**src/acrb_defines.svh**
```systemverilog
`ifndef ACRB_DEFINES_SVH
`define ACRB_DEFINES_SVH

// 48-bit register block base, upper 16 bits carry bus and node
`define ACRB_BASE 48'hffff_f1f0_0000
`define ACRB_OFS_MAX_SIZE 12'h000
`define ACRB_OFS_STEP 12'h004
`define ACRB_OFS_ORIGIN 12'h008
`define ACRB_OFS_EXTENT 12'h00c
`define ACRB_OFS_CODING 12'h010
`define ACRB_OFS_SUPPORT 12'h014

// msb-first numbering: bits 0-15 are [31:16], bits 16-31 are [15:0]
`define ACRB_HI_MSB 31
`define ACRB_HI_LSB 16
`define ACRB_LO_MSB 15
`define ACRB_LO_LSB 0
// coding field, bits 0-7 in msb-first numbering
`define ACRB_CODE_MSB 31
`define ACRB_CODE_LSB 24
`define ACRB_SUPPORT_BITS 11

`define ACRB_MONO_HMAX 16'h0570
`define ACRB_MONO_VMAX 16'h0410
`define ACRB_COLOR_HMAX 16'h056c
`define ACRB_COLOR_VMAX 16'h040e
`define ACRB_MONO_STEP 16'h0001
`define ACRB_COLOR_STEP 16'h0002
`define ACRB_ORIGIN_RST 16'h0000

`define ACRB_CODE_MONO8 8'h00
`define ACRB_CODE_YUV422 8'h02
`define ACRB_CODE_MONO16 8'h05
`define ACRB_CODE_RAW8 8'h09
`define ACRB_CODE_RAW16 8'h0a
// support masks in identifier order, identifier n at msb-first bit n
`define ACRB_MONO_SUPPORT 11'b100001_00000
`define ACRB_COLOR_SUPPORT 11'b101000_00011

`endif

```
**src/acrb_pkg.sv**
```systemverilog
package acrb_pkg;
  typedef struct packed {
    logic [15:0] hi;
    logic [15:0] lo;
  } acrb_pair_t;

  typedef struct packed {
    logic        req;
    logic        wr;
    logic [47:0] addr;
    logic [31:0] wdata;
  } acrb_req_t;

  typedef struct packed {
    logic        ack;
    logic        hit;
    logic [31:0] rdata;
  } acrb_rsp_t;

  typedef struct packed {
    logic raw;
    logic wide;
    logic color;
  } acrb_fmt_t;
endpackage

```
**src/acrb_regs.sv**
```systemverilog
`include "acrb_defines.svh"

// Operation
// - bank at fixed base plus byte offset
// - bit 0 is the word msb
// - max size query per variant
// - size step query per variant
// - origin register, resets to zero
// - extent register, resets to max size
// - coding select, high byte, variant default
// - support flags, one per identifier
// - variant support sets fixed
// - codes 9,10 raw; 5 mono16
module acrb_regs
  import acrb_pkg::*;
(
  input wire logic core_clk, // system clock
  input wire logic rst_b, // async reset, active low
  input wire logic color_variant, // static strap: 1 = colour variant
  input wire acrb_req_t bus_req, // register request from link layer
  output acrb_rsp_t bus_rsp_q, // one-cycle answer to request
  output acrb_pair_t origin_q, // window left column / top row
  output acrb_pair_t extent_q, // window width / height
  output logic [7:0] coding_q, // selected pixel coding
  output acrb_fmt_t fmt_q // decoded format of the coding
);

  logic variant_q;
  logic variant_d;
  logic loaded_q;
  logic loaded_d;
  // next values of the writable words and the answer
  acrb_pair_t origin_d;
  acrb_pair_t extent_d;
  logic [7:0] coding_d;
  acrb_rsp_t rsp_d;
  acrb_fmt_t fmt_d;
  acrb_pair_t max_size;
  acrb_pair_t step;
  logic [10:0] support_ord;
  logic [31:0] support_word;
  logic [31:0] coding_word;
  logic [31:0] rdata_mux;
  // request decode
  logic in_bank;
  logic [11:0] ofs;
  logic base_hit;
  logic word_hit;
  logic aligned;
  acrb_pair_t wdata_pair;
  logic take;
  logic take_wr;
  logic sel_max;
  logic sel_step;
  logic sel_origin;
  logic sel_extent;
  logic sel_coding;
  logic sel_support;
  logic sel_any;
  logic wr_origin;
  logic wr_extent;
  logic wr_coding;

  // strap is captured once after reset release, never during it
  always_comb begin
    loaded_d = 1'b1;
    variant_d = loaded_q ? variant_q : color_variant;
  end

  always_ff @(posedge core_clk or negedge rst_b) begin
    if (!rst_b) begin
      loaded_q <= 1'b0;
      variant_q <= 1'b0;
    end else begin
      loaded_q <= loaded_d;
      variant_q <= variant_d;
    end
  end

  // inquiry contents depend only on the captured strap
  always_comb begin
    if (variant_q) begin
      max_size.hi = `ACRB_COLOR_HMAX;
      max_size.lo = `ACRB_COLOR_VMAX;
    end else begin
      max_size.hi = `ACRB_MONO_HMAX;
      max_size.lo = `ACRB_MONO_VMAX;
    end
  end

  always_comb begin
    if (variant_q) begin
      step.hi = `ACRB_COLOR_STEP;
      step.lo = `ACRB_COLOR_STEP;
    end else begin
      step.hi = `ACRB_MONO_STEP;
      step.lo = `ACRB_MONO_STEP;
    end
  end

  always_comb begin
    if (variant_q) begin
      support_ord = `ACRB_COLOR_SUPPORT;
    end else begin
      support_ord = `ACRB_MONO_SUPPORT;
    end
  end

  // identifier n lands on msb-first bit n, i.e. word bit 31-n
  generate
    for (genvar n = 0; n < 32; n++) begin : g_sup
      if (n < `ACRB_SUPPORT_BITS) begin : g_flag
        assign support_word[31-n] = support_ord[10-n];
      end else begin : g_rsvd
        assign support_word[31-n] = 1'b0;
      end
    end
  endgenerate

  // only bits 0-7 carry the coding; bits 8-31 read as zero
  generate
    for (genvar n = 0; n < 32; n++) begin : g_code
      if (n >= `ACRB_CODE_LSB) begin : g_field
        assign coding_word[n] = coding_q[n-`ACRB_CODE_LSB];
      end else begin : g_rsvd
        assign coding_word[n] = 1'b0;
      end
    end
  endgenerate

  // upper 36 address bits must match base; bus and node ids are part of it
  assign base_hit = bus_req.addr[47:12] == 36'(`ACRB_BASE >> 12);
  // the bank spans 32 bytes, of which six words are mapped
  assign word_hit = bus_req.addr[11:5] == 7'h00;
  // quadlet access only; byte lanes inside a word are not decoded
  assign aligned = bus_req.addr[1:0] == 2'b00;
  assign in_bank = base_hit && word_hit && aligned;
  assign ofs = bus_req.addr[11:0];
  assign wdata_pair = bus_req.wdata;
  // a request in the strap capture cycle is dropped, not queued
  assign take = loaded_q && bus_req.req;
  assign take_wr = take && bus_req.wr;

  // one select per mapped word; a hole or misaligned address raises none
  always_comb begin
    sel_max = 1'b0;
    sel_step = 1'b0;
    sel_origin = 1'b0;
    sel_extent = 1'b0;
    sel_coding = 1'b0;
    sel_support = 1'b0;
    if (in_bank) begin
      case (ofs)
        `ACRB_OFS_MAX_SIZE: sel_max = 1'b1;
        `ACRB_OFS_STEP: sel_step = 1'b1;
        `ACRB_OFS_ORIGIN: sel_origin = 1'b1;
        `ACRB_OFS_EXTENT: sel_extent = 1'b1;
        `ACRB_OFS_CODING: sel_coding = 1'b1;
        `ACRB_OFS_SUPPORT: sel_support = 1'b1;
        default: sel_max = 1'b0;
      endcase
    end
  end

  // hit means a mapped word, for reads and writes alike
  assign sel_any = sel_max || sel_step || sel_origin || sel_extent
    || sel_coding || sel_support;

  // inquiry words get no write strobe, so writes to them fall away
  assign wr_origin = take_wr && sel_origin;
  assign wr_extent = take_wr && sel_extent;
  assign wr_coding = take_wr && sel_coding;

  // left column in the upper half, top row in the lower
  always_comb begin
    origin_d = origin_q;
    if (wr_origin) begin
      origin_d.hi = wdata_pair.hi;
      origin_d.lo = wdata_pair.lo;
    end
  end

  always_ff @(posedge core_clk or negedge rst_b) begin
    if (!rst_b) begin
      origin_q.hi <= `ACRB_ORIGIN_RST;
      origin_q.lo <= `ACRB_ORIGIN_RST;
    end else begin
      origin_q <= origin_d;
    end
  end

  always_comb begin
    extent_d = extent_q;
    // until the strap is caught the defaults track the variant
    if (!loaded_q) begin
      extent_d.hi = variant_d ? `ACRB_COLOR_HMAX : `ACRB_MONO_HMAX;
      extent_d.lo = variant_d ? `ACRB_COLOR_VMAX : `ACRB_MONO_VMAX;
    end else if (wr_extent) begin
      // no step check: keeping multiples is the host's duty
      extent_d.hi = wdata_pair.hi;
      extent_d.lo = wdata_pair.lo;
    end
  end

  // reset holds the mono default; the colour one lands at strap capture
  always_ff @(posedge core_clk or negedge rst_b) begin
    if (!rst_b) begin
      extent_q.hi <= `ACRB_MONO_HMAX;
      extent_q.lo <= `ACRB_MONO_VMAX;
    end else begin
      extent_q <= extent_d;
    end
  end

  // until the strap is caught the default tracks the variant
  always_comb begin
    coding_d = coding_q;
    if (!loaded_q) begin
      coding_d = variant_d ? `ACRB_CODE_YUV422 : `ACRB_CODE_MONO8;
    end else if (wr_coding) begin
      // reserved bits 8-31 of the write are dropped here
      coding_d = bus_req.wdata[`ACRB_CODE_MSB:`ACRB_CODE_LSB];
    end
  end

  // same trade as the extent: mono at reset, variant one edge later
  always_ff @(posedge core_clk or negedge rst_b) begin
    if (!rst_b) begin
      coding_q <= `ACRB_CODE_MONO8;
    end else begin
      coding_q <= coding_d;
    end
  end

  // read mux; a write answers with the value held before it
  always_comb begin
    rdata_mux = 32'h00000000;
    if (sel_max) begin
      rdata_mux = max_size;
    end else if (sel_step) begin
      rdata_mux = step;
    end else if (sel_origin) begin
      rdata_mux = origin_q;
    end else if (sel_extent) begin
      rdata_mux = extent_q;
    end else if (sel_coding) begin
      rdata_mux = coding_word;
    end else if (sel_support) begin
      rdata_mux = support_word;
    end
  end

  // data is zero whenever ack is low, so a stale word never leaks out
  always_comb begin
    rsp_d = '0;
    if (take) begin
      rsp_d.ack = 1'b1;
      rsp_d.hit = sel_any;
      rsp_d.rdata = rdata_mux;
    end
  end

  always_ff @(posedge core_clk or negedge rst_b) begin
    if (!rst_b) begin
      bus_rsp_q.ack <= 1'b0;
      bus_rsp_q.hit <= 1'b0;
      bus_rsp_q.rdata <= 32'h00000000;
    end else begin
      bus_rsp_q <= rsp_d;
    end
  end

  // format decode; unsupported codes are not filtered, host must avoid
  always_comb begin
    fmt_d = '0;
    fmt_d.color = variant_d;
    case (coding_d)
      `ACRB_CODE_RAW8: fmt_d.raw = 1'b1;
      `ACRB_CODE_RAW16: begin
        fmt_d.raw = 1'b1;
        fmt_d.wide = 1'b1;
      end
      `ACRB_CODE_MONO16: fmt_d.wide = 1'b1;
      default: fmt_d.wide = 1'b0;
    endcase
  end

  // colour flag follows the strap from the capture edge on
  always_ff @(posedge core_clk or negedge rst_b) begin
    if (!rst_b) begin
      fmt_q.raw <= 1'b0;
      fmt_q.wide <= 1'b0;
      fmt_q.color <= 1'b0;
    end else begin
      fmt_q <= fmt_d;
    end
  end

endmodule

```
**config.mk**
```make
export PLATFORM = sky130hd
export DESIGN_NAME = acrb_regs
export DESIGN_NICKNAME = d
export VERILOG_FILES = /design/src/acrb_pkg.sv /design/src/acrb_regs.sv
export VERILOG_INCLUDE_DIRS = /design/src
export SDC_FILE = /design/constraint.sdc
export NUM_CORES = 1
export LEC_CHECK = 0
export ABC_AREA = 1
export BUFFER_PORTS_ARGS = -buffer_cell sky130_fd_sc_hd__buf_2
export CORE_ASPECT_RATIO = 0.6
export CORE_UTILIZATION = 54
export DETAILED_ROUTE_END_ITERATION = 7
export GPL_TIMING_DRIVEN = 1
export MAX_ROUTING_LAYER = met4
export PLACE_DENSITY = 0.95
export SLEW_MARGIN = 25
export SYNTH_ARGS = -nofsm -noshare
export SYNTH_HDL_FRONTEND = slang
export SYNTH_SLANG_ARGS = --single-unit
```
**constraint.sdc**
```tcl
create_clock -name core_clk -period 3.1 [get_ports core_clk]
set_clock_uncertainty 0.05 [all_clocks]
set_input_delay 0.155 -clock core_clk [delete_from_list [all_inputs] [get_ports core_clk]]
set_output_delay 0.155 -clock core_clk [all_outputs]
set_load 0.005 [all_outputs]
```
==> reports/metrics.csv, run 1 <==
stage,metric,value,unit
logic_synthesis,synth-edff-count,0,
layout,post-route-util,71.9,%
logic_synthesis,synthCells,674,
route,dr.pass1.iters,5,
layout,area_delta_synth_final,25.3,%
logic_synthesis,synth_seq_cells,110,
layout,nNetsFinal,948,
route,viasPerCell,5.38,
power_and_ir_drop,p_seq_share,51.6,%
timing,grt_setup_unrepaired,false,
power_and_ir_drop,intPower,2180,uW
layout,multi_input_area,2160,um2
timing,drv_slew,0,
power_and_ir_drop,net-switching-power,656,uW
timing,worst-slew-pin-transition,0.829,ns
cts,post-cts-setup-buffer-count,0,
cts,cts.sinks,110,
timing,tns,0,ns
setup_path,critical-path-max-stage-delay,0.63,ns
worst_hold_path,hold_path_end,extent_q[7]$_DFFE_PN0P_,
grt,overflow,0,
setup_path,critPathCaptureType,flop,
status,status,"complete, no violations",
cts,cts_buffers,9,
grt,grt_max_degree,64,
die,die_w,132,um
die,initial_core_util,57.4,%
die,fp.dieH,79.8,um
route,first_iter_violations,551,
layout,final_cells,998,
logic_synthesis,synth_top_area_share,47.3,%
timing,holdWs,0.0162,ns
route,drt-wirelength-per-cell,15.5,um
die,io_pins,194,
grt,grt_pass1_wl,24900,um
layout,register_area,2760,um2
setup_path,r2r-start,loaded_q$_DFF_PN0_,
cts,clk_path_buf_depth,2,
setup_path,timing.rr.end,origin_q[29]$_DFFE_PN0P_,
grt,track_usage,31.8,%
timing,fin_ws,0.875,ns
route,vias,5368,
power_and_ir_drop,power_switching_share,23.1,%
logic_synthesis,synth_top_area_cell,dfrtp_1,
setup_path,path_cells,nand2_2 -> clkinv_2 -> nand2_2 -> inv_4 -> nand2_2 -> buf_4 -> nand2_1 -> o21ai_1,
layout,fill_cells,754,
logic_synthesis,seq_area_frac_synth,50.7,%
timing,fin_crit_sh,71.8,%
power_and_ir_drop,clockPowerShare,40.5,%
route,wirelength,15500,um
timing,finalSetupViolCount,0,
cts,cts_tree,done,
logic_synthesis,syn_area,5450,um2
logic_synthesis,synth_area_leaders,"dfrtp_1, nand2_1, inv_1",
timing,finalHoldViolations,0,
grt,grt_pass1_vias,4960,
logic_synthesis,synth_cell_types,35,
place,place.gp.congestion,0.932,
worst_hold_path,whs_path_depth,3,
route,postRouteAntennaNets,0,
worst_hold_path,hp-class,in2reg,
die,rows,27,
job,max_cap_viol_count,0,
place,dp_hpwl,11600,um
logic_synthesis,avgSynthCellArea,8.08,um2
layout,antennaDiodeCount,0,
logic_synthesis,synth_fp_nets,759,
setup_path,worstRegToRegCells,8,
logic_synthesis,yosysWarnings,0,
route,drcViolationCount,0,
setup_path,slowest_stage,nand2_2,
layout,drive_gt1_share,31.3,%
cts,cts_root_buf,clkbuf_16,
power_and_ir_drop,powerDensity,415,nW/um2
power_and_ir_drop,p_comb_share,7.9,%
timing,fin_crit,2.23,ns
logic_synthesis,synth_ff_type,dfrtp_1,
grt,grt_antenna_before_repair,0,
place,portBuffers,193,
die,core,9490,um2
cts,worst_skew_pair.late_latency,0.34,ns
power_and_ir_drop,p_leak,0.00395,uW
setup_path,cp_common_cell,nand2_2,
logic_synthesis,ys_async_sr_fraction,100,%
setup_path,critPathMaxFanout,38,
timing,fmax,0.449,GHz
worst_hold_path,min_from,bus_req[7],
cts,path_clk_slew,0.07,ns
setup_path,critical_path_arrival,2.45,ns
setup_path,cp.required,3.33,ns
die,dieArea,10500,um2
setup_path,rrSetupSlack,0.87,ns
place,place_inst,978,
place,dp_slack,0.575,ns
timing,relSlewSlack,44.5,%
power_and_ir_drop,peakVddDrop,0.303,mV
cts,htreeDepth,3,
setup_path,worstSetupPathType,reg2reg,
setup_path,startpoint_type,flop,
-- Yosys cell counts, types with 6 or more instances --
cell	number
nand3_1	46
inv_2	8
nand4_1	9
o21ai_0	25
o21ai_1	51
nor2_2	6
inv_1	88
dfrtp_1	103
nand2_1	162
o22ai_1	7
nor2_1	53
nand2_2	9
nor2_4	7
dfstp_2	7
buf_2	9
clkbuf_1	7
a21oi_1	38
mux2_4	7
-- repair_timing --
action	CTS	global route
resized for setup	0	0
hold endpoints to repair	57	0
hold buffers	4	0
-- power by group through the flow --
stage	Sequential [uW]	Combinational [uW]	Clock [uW]
after floorplan	1490	90.0	0
after global placement	1490	213	0
after detailed placement	1490	218	0
after CTS	1460	224	1170
after global routing	1460	253	1230
final	1460	225	1150
-- how the worst max path moves through the flow --
stage / slack, ns / start / endpoint / cells after the start
floorplan: 1.41 / loaded_q$_DFF_PN0_ / fmt_q[1]$_DFF_PN0_ / 13
global placement: 0.70 / bus_req[40] / origin_q[30]$_DFFE_PN0P_ / 12
detailed placement: 0.58 / bus_req[40] / origin_q[29]$_DFFE_PN0P_ / 12
CTS: 0.88 / loaded_q$_DFF_PN0_ / origin_q[29]$_DFFE_PN0P_ / 8
global route: 0.66 / bus_req[40] / origin_q[25]$_DFFE_PN0P_ / 12
finish: 0.87 / loaded_q$_DFF_PN0_ / origin_q[29]$_DFFE_PN0P_ / 8
-- placed cells by master, fill, tap and decap left out, types with 8 or more instances in the layout --
cell type and n:
o21ai_1 51, nor2_1 53, inv_2 8, nand3_1 46, a21oi_1 38, nand2_1 162, o21ai_0 25, buf_2 192
nand2_2 9, dfrtp_1 103, clkbuf_16 9, nand4_1 9, inv_1 88
-- routing by layer --
metal	up-vias	part of all wire [%]	routed length, um	GRT usage [%]
met4	0	1.6	250	7.91
met1	2496	43	6730	42.4
met2	306	44	6890	48.3
met3	32	11	1630	8.89
li1	2534	-	-	-
met5	-	0	0	-
-- state kept, by name, indices dropped and copies added (netlist names) --
name       count
fmt_q          3
loaded_q       1
bus_rsp_q     34
origin_q      32
extent_q      32
coding_q       8
-- cells by family after synthesis --
kind of cell    share of synthesized area (%)
compound gates                           12.2
buf+inv                                  9.65
flops                                    50.7
mux                                      1.93
other cells                            0.0688
simple gates                             25.5
-- critical path, delay by kind of cell (launching register included) --
| kind | cells | cell delay [ns] |
|---|---|---|
| compound gates | 1 | 0.08 |
| buf+inv | 3 | 0.61 |
| flops | 1 | 0.39 |
| simple gates | 4 | 1.02 |
-- stage by stage --
step	power [uW]	instance area [um2]
finish	2840	6830
floorplan	1580	5450
detailed placement	1710	6480
global placement	1700	6480
global route	2940	6830
CTS	2850	6830
-- area by class of cell --
class                      count  share of cell area [%]
clock buffer                  11                    3.56
timing repair buffer         203                    15.4
multi-input combinational    438                    31.7
sequential                   110                    40.5
clock inverter                 5                   0.861
tap                          130                    2.38
inverter                     101                    5.66
Power figures use the tool's default switching activity.
==> inputs of run 2 (changes only) <==
--- a/config.mk
+++ b/config.mk
@@ -6,14 +6,14 @@
 export SDC_FILE = /design/constraint.sdc
 export NUM_CORES = 1
 export LEC_CHECK = 0
-export ABC_AREA = 1
+export ABC_AREA = 0
 export BUFFER_PORTS_ARGS = -buffer_cell sky130_fd_sc_hd__buf_2
 export CORE_ASPECT_RATIO = 0.6
-export CORE_UTILIZATION = 54
+export CORE_UTILIZATION = 44
 export DETAILED_ROUTE_END_ITERATION = 7
 export GPL_TIMING_DRIVEN = 1
 export MAX_ROUTING_LAYER = met4
-export PLACE_DENSITY = 0.95
+export PLACE_DENSITY = 0.85
 export SLEW_MARGIN = 25
 export SYNTH_ARGS = -nofsm -noshare
 export SYNTH_HDL_FRONTEND = slang
==> constraint.sdc (replaced) <==
create_clock -name core_clk -period 1.85 [get_ports core_clk]
set_clock_uncertainty 0.05 [all_clocks]
set_input_delay 0.0925 -clock core_clk [delete_from_list [all_inputs] [get_ports core_clk]]
set_output_delay 0.0925 -clock core_clk [all_outputs]
set_load 0.005 [all_outputs]
==> reports/metrics.csv, run 2 <==
stage,metric,value,unit,change
setup_path,path_cells,buf_6 -> or4b_4 -> or3_4 -> or4b_4 -> or4_4 -> or2_4 -> o21ai_2,,was nand2_2 -> clkinv_2 -> nand2_2 -> inv_4 -> nand2_2 -> buf_4 -> nand2_1 -> o21ai_1
setup_path,cp.required,2.08,ns,was 3.33 ns
power_and_ir_drop,peakVddDrop,0.528,mV,was 0.303 mV
logic_synthesis,synthCells,452,,was 674
die,initial_core_util,45.9,%,was 57.4%
timing,fin_ws,-0.314,ns,was 0.875 ns
setup_path,worstSetupPathType,in2reg,,was reg2reg
layout,fill_cells,779,,was 754
logic_synthesis,synth_top_area_share,52.3,%,was 47.3%
route,drt-wirelength-per-cell,19.5,um,was 15.5 um
layout,drive_gt1_share,48.6,%,was 31.3%
place,dp_hpwl,11500,um,was 11600 um
route,dr.pass1.iters,8,,was 5
cts,cts_tree,done,,unchanged
layout,nNetsFinal,817,,was 948
route,drcViolationCount,15,,was 0
layout,mostFrequentLayoutCell,buf_2,,unchanged
logic_synthesis,synth_area_leaders,"dfrtp_1, mux2_2, nand2_1",,"was dfrtp_1, nand2_1, inv_1"
logic_synthesis,avgSynthCellArea,10.9,um2,was 8.08 um2
layout,antennaDiodeCount,0,,unchanged
setup_path,r2r-start,loaded_q$_DFF_PN0_,,unchanged
route,first_iter_violations,367,,was 551
cts,path_clk_slew,0.08,ns,was 0.07 ns
timing,grt_setup_unrepaired,true,,was false
layout,regMostFlops,bus_rsp_q,,unchanged
route,viasPerCell,5.58,,was 5.38
cts,worst_skew_pair.late_latency,0.35,ns,was 0.34 ns
die,io_pins,194,,unchanged
setup_path,startpoint_type,primary input,,was flop
die,die_w,139,um,was 132 um
layout,final_cell_mix,"buf_2, dfrtp_1, nand2_1",,"was buf_2, nand2_1, dfrtp_1"
cts,clk_path_buf_depth,2,,unchanged
timing,finalHoldViolations,0,,unchanged
logic_synthesis,synth-edff-count,0,,unchanged
setup_path,critPathCaptureType,flop,,unchanged
place,portBuffers,193,,unchanged
layout,multi_input_area,2110,um2,was 2160 um2
logic_synthesis,synth_top_area_cell,dfrtp_1,,unchanged
cts,cts_buffers,9,,unchanged
logic_synthesis,synth_ff_type,dfrtp_1,,unchanged
power_and_ir_drop,powerDensity,649,nW/um2,was 415 nW/um2
timing,fmax,0.462,GHz,
cts,cts_root_buf,clkbuf_16,,unchanged
worst_hold_path,min_from,bus_req[24],,was bus_req[7]
setup_path,path_delay_family,simple AND/OR/NAND/NOR gates,,unchanged
timing,finalSetupViolCount,104,,was 0
timing,holdWs,0.0527,ns,was 0.0162 ns
power_and_ir_drop,p_leak,0.00388,uW,was 0.00395 uW
logic_synthesis,yosysMostFrequentCell,dfrtp_1,,was nand2_1
place,dp_slack,-0.802,ns,was 0.575 ns
job,max_cap_viol_count,0,,unchanged
timing,relSlewSlack,66.7,%,was 44.5%
status,violations,"DRC, setup timing",,
timing,worst-slew-pin-transition,0.497,ns,was 0.829 ns
setup_path,cp_num_buf_inv,1,,was 3
route,wirelength,17100,um,was 15500 um
logic_synthesis,synth_fp_nets,537,,was 759
grt,grt_max_degree,51,,was 64
setup_path,critical-path-max-stage-delay,0.53,ns,was 0.63 ns
timing,fin_crit,2.16,ns,
die,core,10700,um2,was 9490 um2
grt,grt_antenna_before_repair,0,,unchanged
grt,grt_pass1_wl,26400,um,was 24900 um
cts,cts.sinks,110,,unchanged
layout,area_delta_synth_final,52.9,%,was 25.3%
timing,fin_crit_sh,117,%,
setup_path,critPathMaxFanout,4,,was 38
logic_synthesis,seq_area_frac_synth,56.0,%,was 50.7%
grt,grt_pass1_vias,4869,,was 4960
timing,drv_slew,0,,unchanged
die,fp.dieH,84.0,um,was 79.8 um
die,rows,29,,was 27
logic_synthesis,ys_async_sr_fraction,100,%,unchanged
logic_synthesis,syn_area,4930,um2,was 5450 um2
grt,track_usage,30.9,%,was 31.8%
logic_synthesis,yosysWarnings,0,,unchanged
cts,htreeDepth,3,,unchanged
setup_path,cp_common_cell,or4b_4,,was nand2_2
layout,largest_reg_flops,34,,unchanged
route,vias,4887,,was 5368
die,dieArea,11600,um2,was 10500 um2
route,postRouteAntennaNets,0,,unchanged
layout,reg_top3,"bus_rsp_q x34, extent_q x32, origin_q x32",,unchanged
setup_path,critical_path_arrival,2.40,ns,was 2.45 ns
timing,tns,-17.46,ns,was 0 ns
grt,overflow,0,,unchanged
logic_synthesis,synth_seq_cells,110,,unchanged
setup_path,startpoint,bus_req[57],,was loaded_q$_DFF_PN0_
setup_path,slowest_stage,or4b_4,,was nand2_2
logic_synthesis,yosys-top-cells-count,"dfrtp_1, nand2_1, nor2_1",,"was nand2_1, dfrtp_1, inv_1"
status,status,"finished, violations left",,"was complete, no violations"
worst_hold_path,hp-class,in2reg,,unchanged
layout,register_area,2760,um2,unchanged
logic_synthesis,synth_cell_types,55,,was 35
place,place.gp.congestion,0.934,,was 0.932
[run 2: cell types whose count changed in the layout (fill, tap and decap cells not counted), sizes merged, moves of 25 or more]
cell	previous run	this run
o21ai	79	10
mux2	7	32
nand2	174	76
a21oi	38	7
dlygate4sd3	4	32
inv	98	9
nor2	67	33
nand3	47	6
buf	199	268
[run 2: final timing paths]
check | endpoint | slack [ns] | depth (start not counted)
min | coding_q[0]$_DFF_PN0_ | 0.05 | 3
max in group asynchronous | extent_q[26]$_DFFE_PN1P_ | 0.93 | 3
min reg2reg | extent_q[22]$_DFFE_PN1P_ | 0.46 | 2
min in group asynchronous | origin_q[10]$_DFFE_PN0P_ | 0.13 | 2
max reg2reg | fmt_q[2]$_DFF_PN0_ | -0.01 | 8
max | bus_rsp_q[18]$_DFF_PN0_ | -0.31 | 7
[run 2: kinds of logic (layout without fill, tap and decap cells)]
logic type             after synthesis  count (layout)  share of synthesized area, %
muxes                               44              44                          9.75
buffers and inverters               40             325                          4.39
and+or+nand+nor                    167             167                          16.8
DFF                                110             110                          56.0
other                                1               1                        0.0761
AOI/OAI and AO/OA                   90              90                          12.9
[run 2: layout make-up]
cell class	instances	area share (%)
Sequential cell	110	36.7
Timing Repair Buffer	302	28.5
Multi-Input combinational cell	302	28.1
Clock buffer	10	3.04
Tap cell	139	2.31
Clock inverter	6	1.06
Inverter	7	0.349
[run 2: timing repair]
| item | CTS | global route |
|---|---|---|
| buffers inserted | 20 | 6 |
| hold buffers | 32 | 0 |
| hold endpoints to repair | 156 | 0 |
| cloned | 7 | 2 |
| pin swaps | 6 | 15 |
| resized for setup | 63 | 26 |
| endpoints found under the setup margin | 99 | 106 |
[run 2: layer usage]
layer	up-vias	global-route usage [%]	share of wire (%)	routed length, um
li1	2170	-	-	-
met1	2432	39.5	42	7230
met2	261	48.5	47	8050
met3	24	8.43	9.1	1560
met4	0	8.59	1.5	257
met5	-	-	0	0
[run 2: tightest hold or removal path: cells and delay by family]
kind,cells,cell delay [ns]
buffers and inverters,1,0.13
multiplexers,1,0.08
AND/OR/NAND/NOR,1,0.11
[run 2: power by group]
part	switching (uW)	internal [uW]
clock network	915	1080
logic	228	222
registers	20.4	2430
total	1160	3720
[run 2: per-stage QoR]
stage	utilization [%]	instance area, um2	power [uW]	cells
final	70.1	7530	4890	876
after global routing	70.1	7530	5060	876
after CTS	69.1	7420	4910	870
after detailed placement	58.3	6270	2850	795
after global placement	58.3	6270	2840	795
after floorplan	-	4940	2600	452
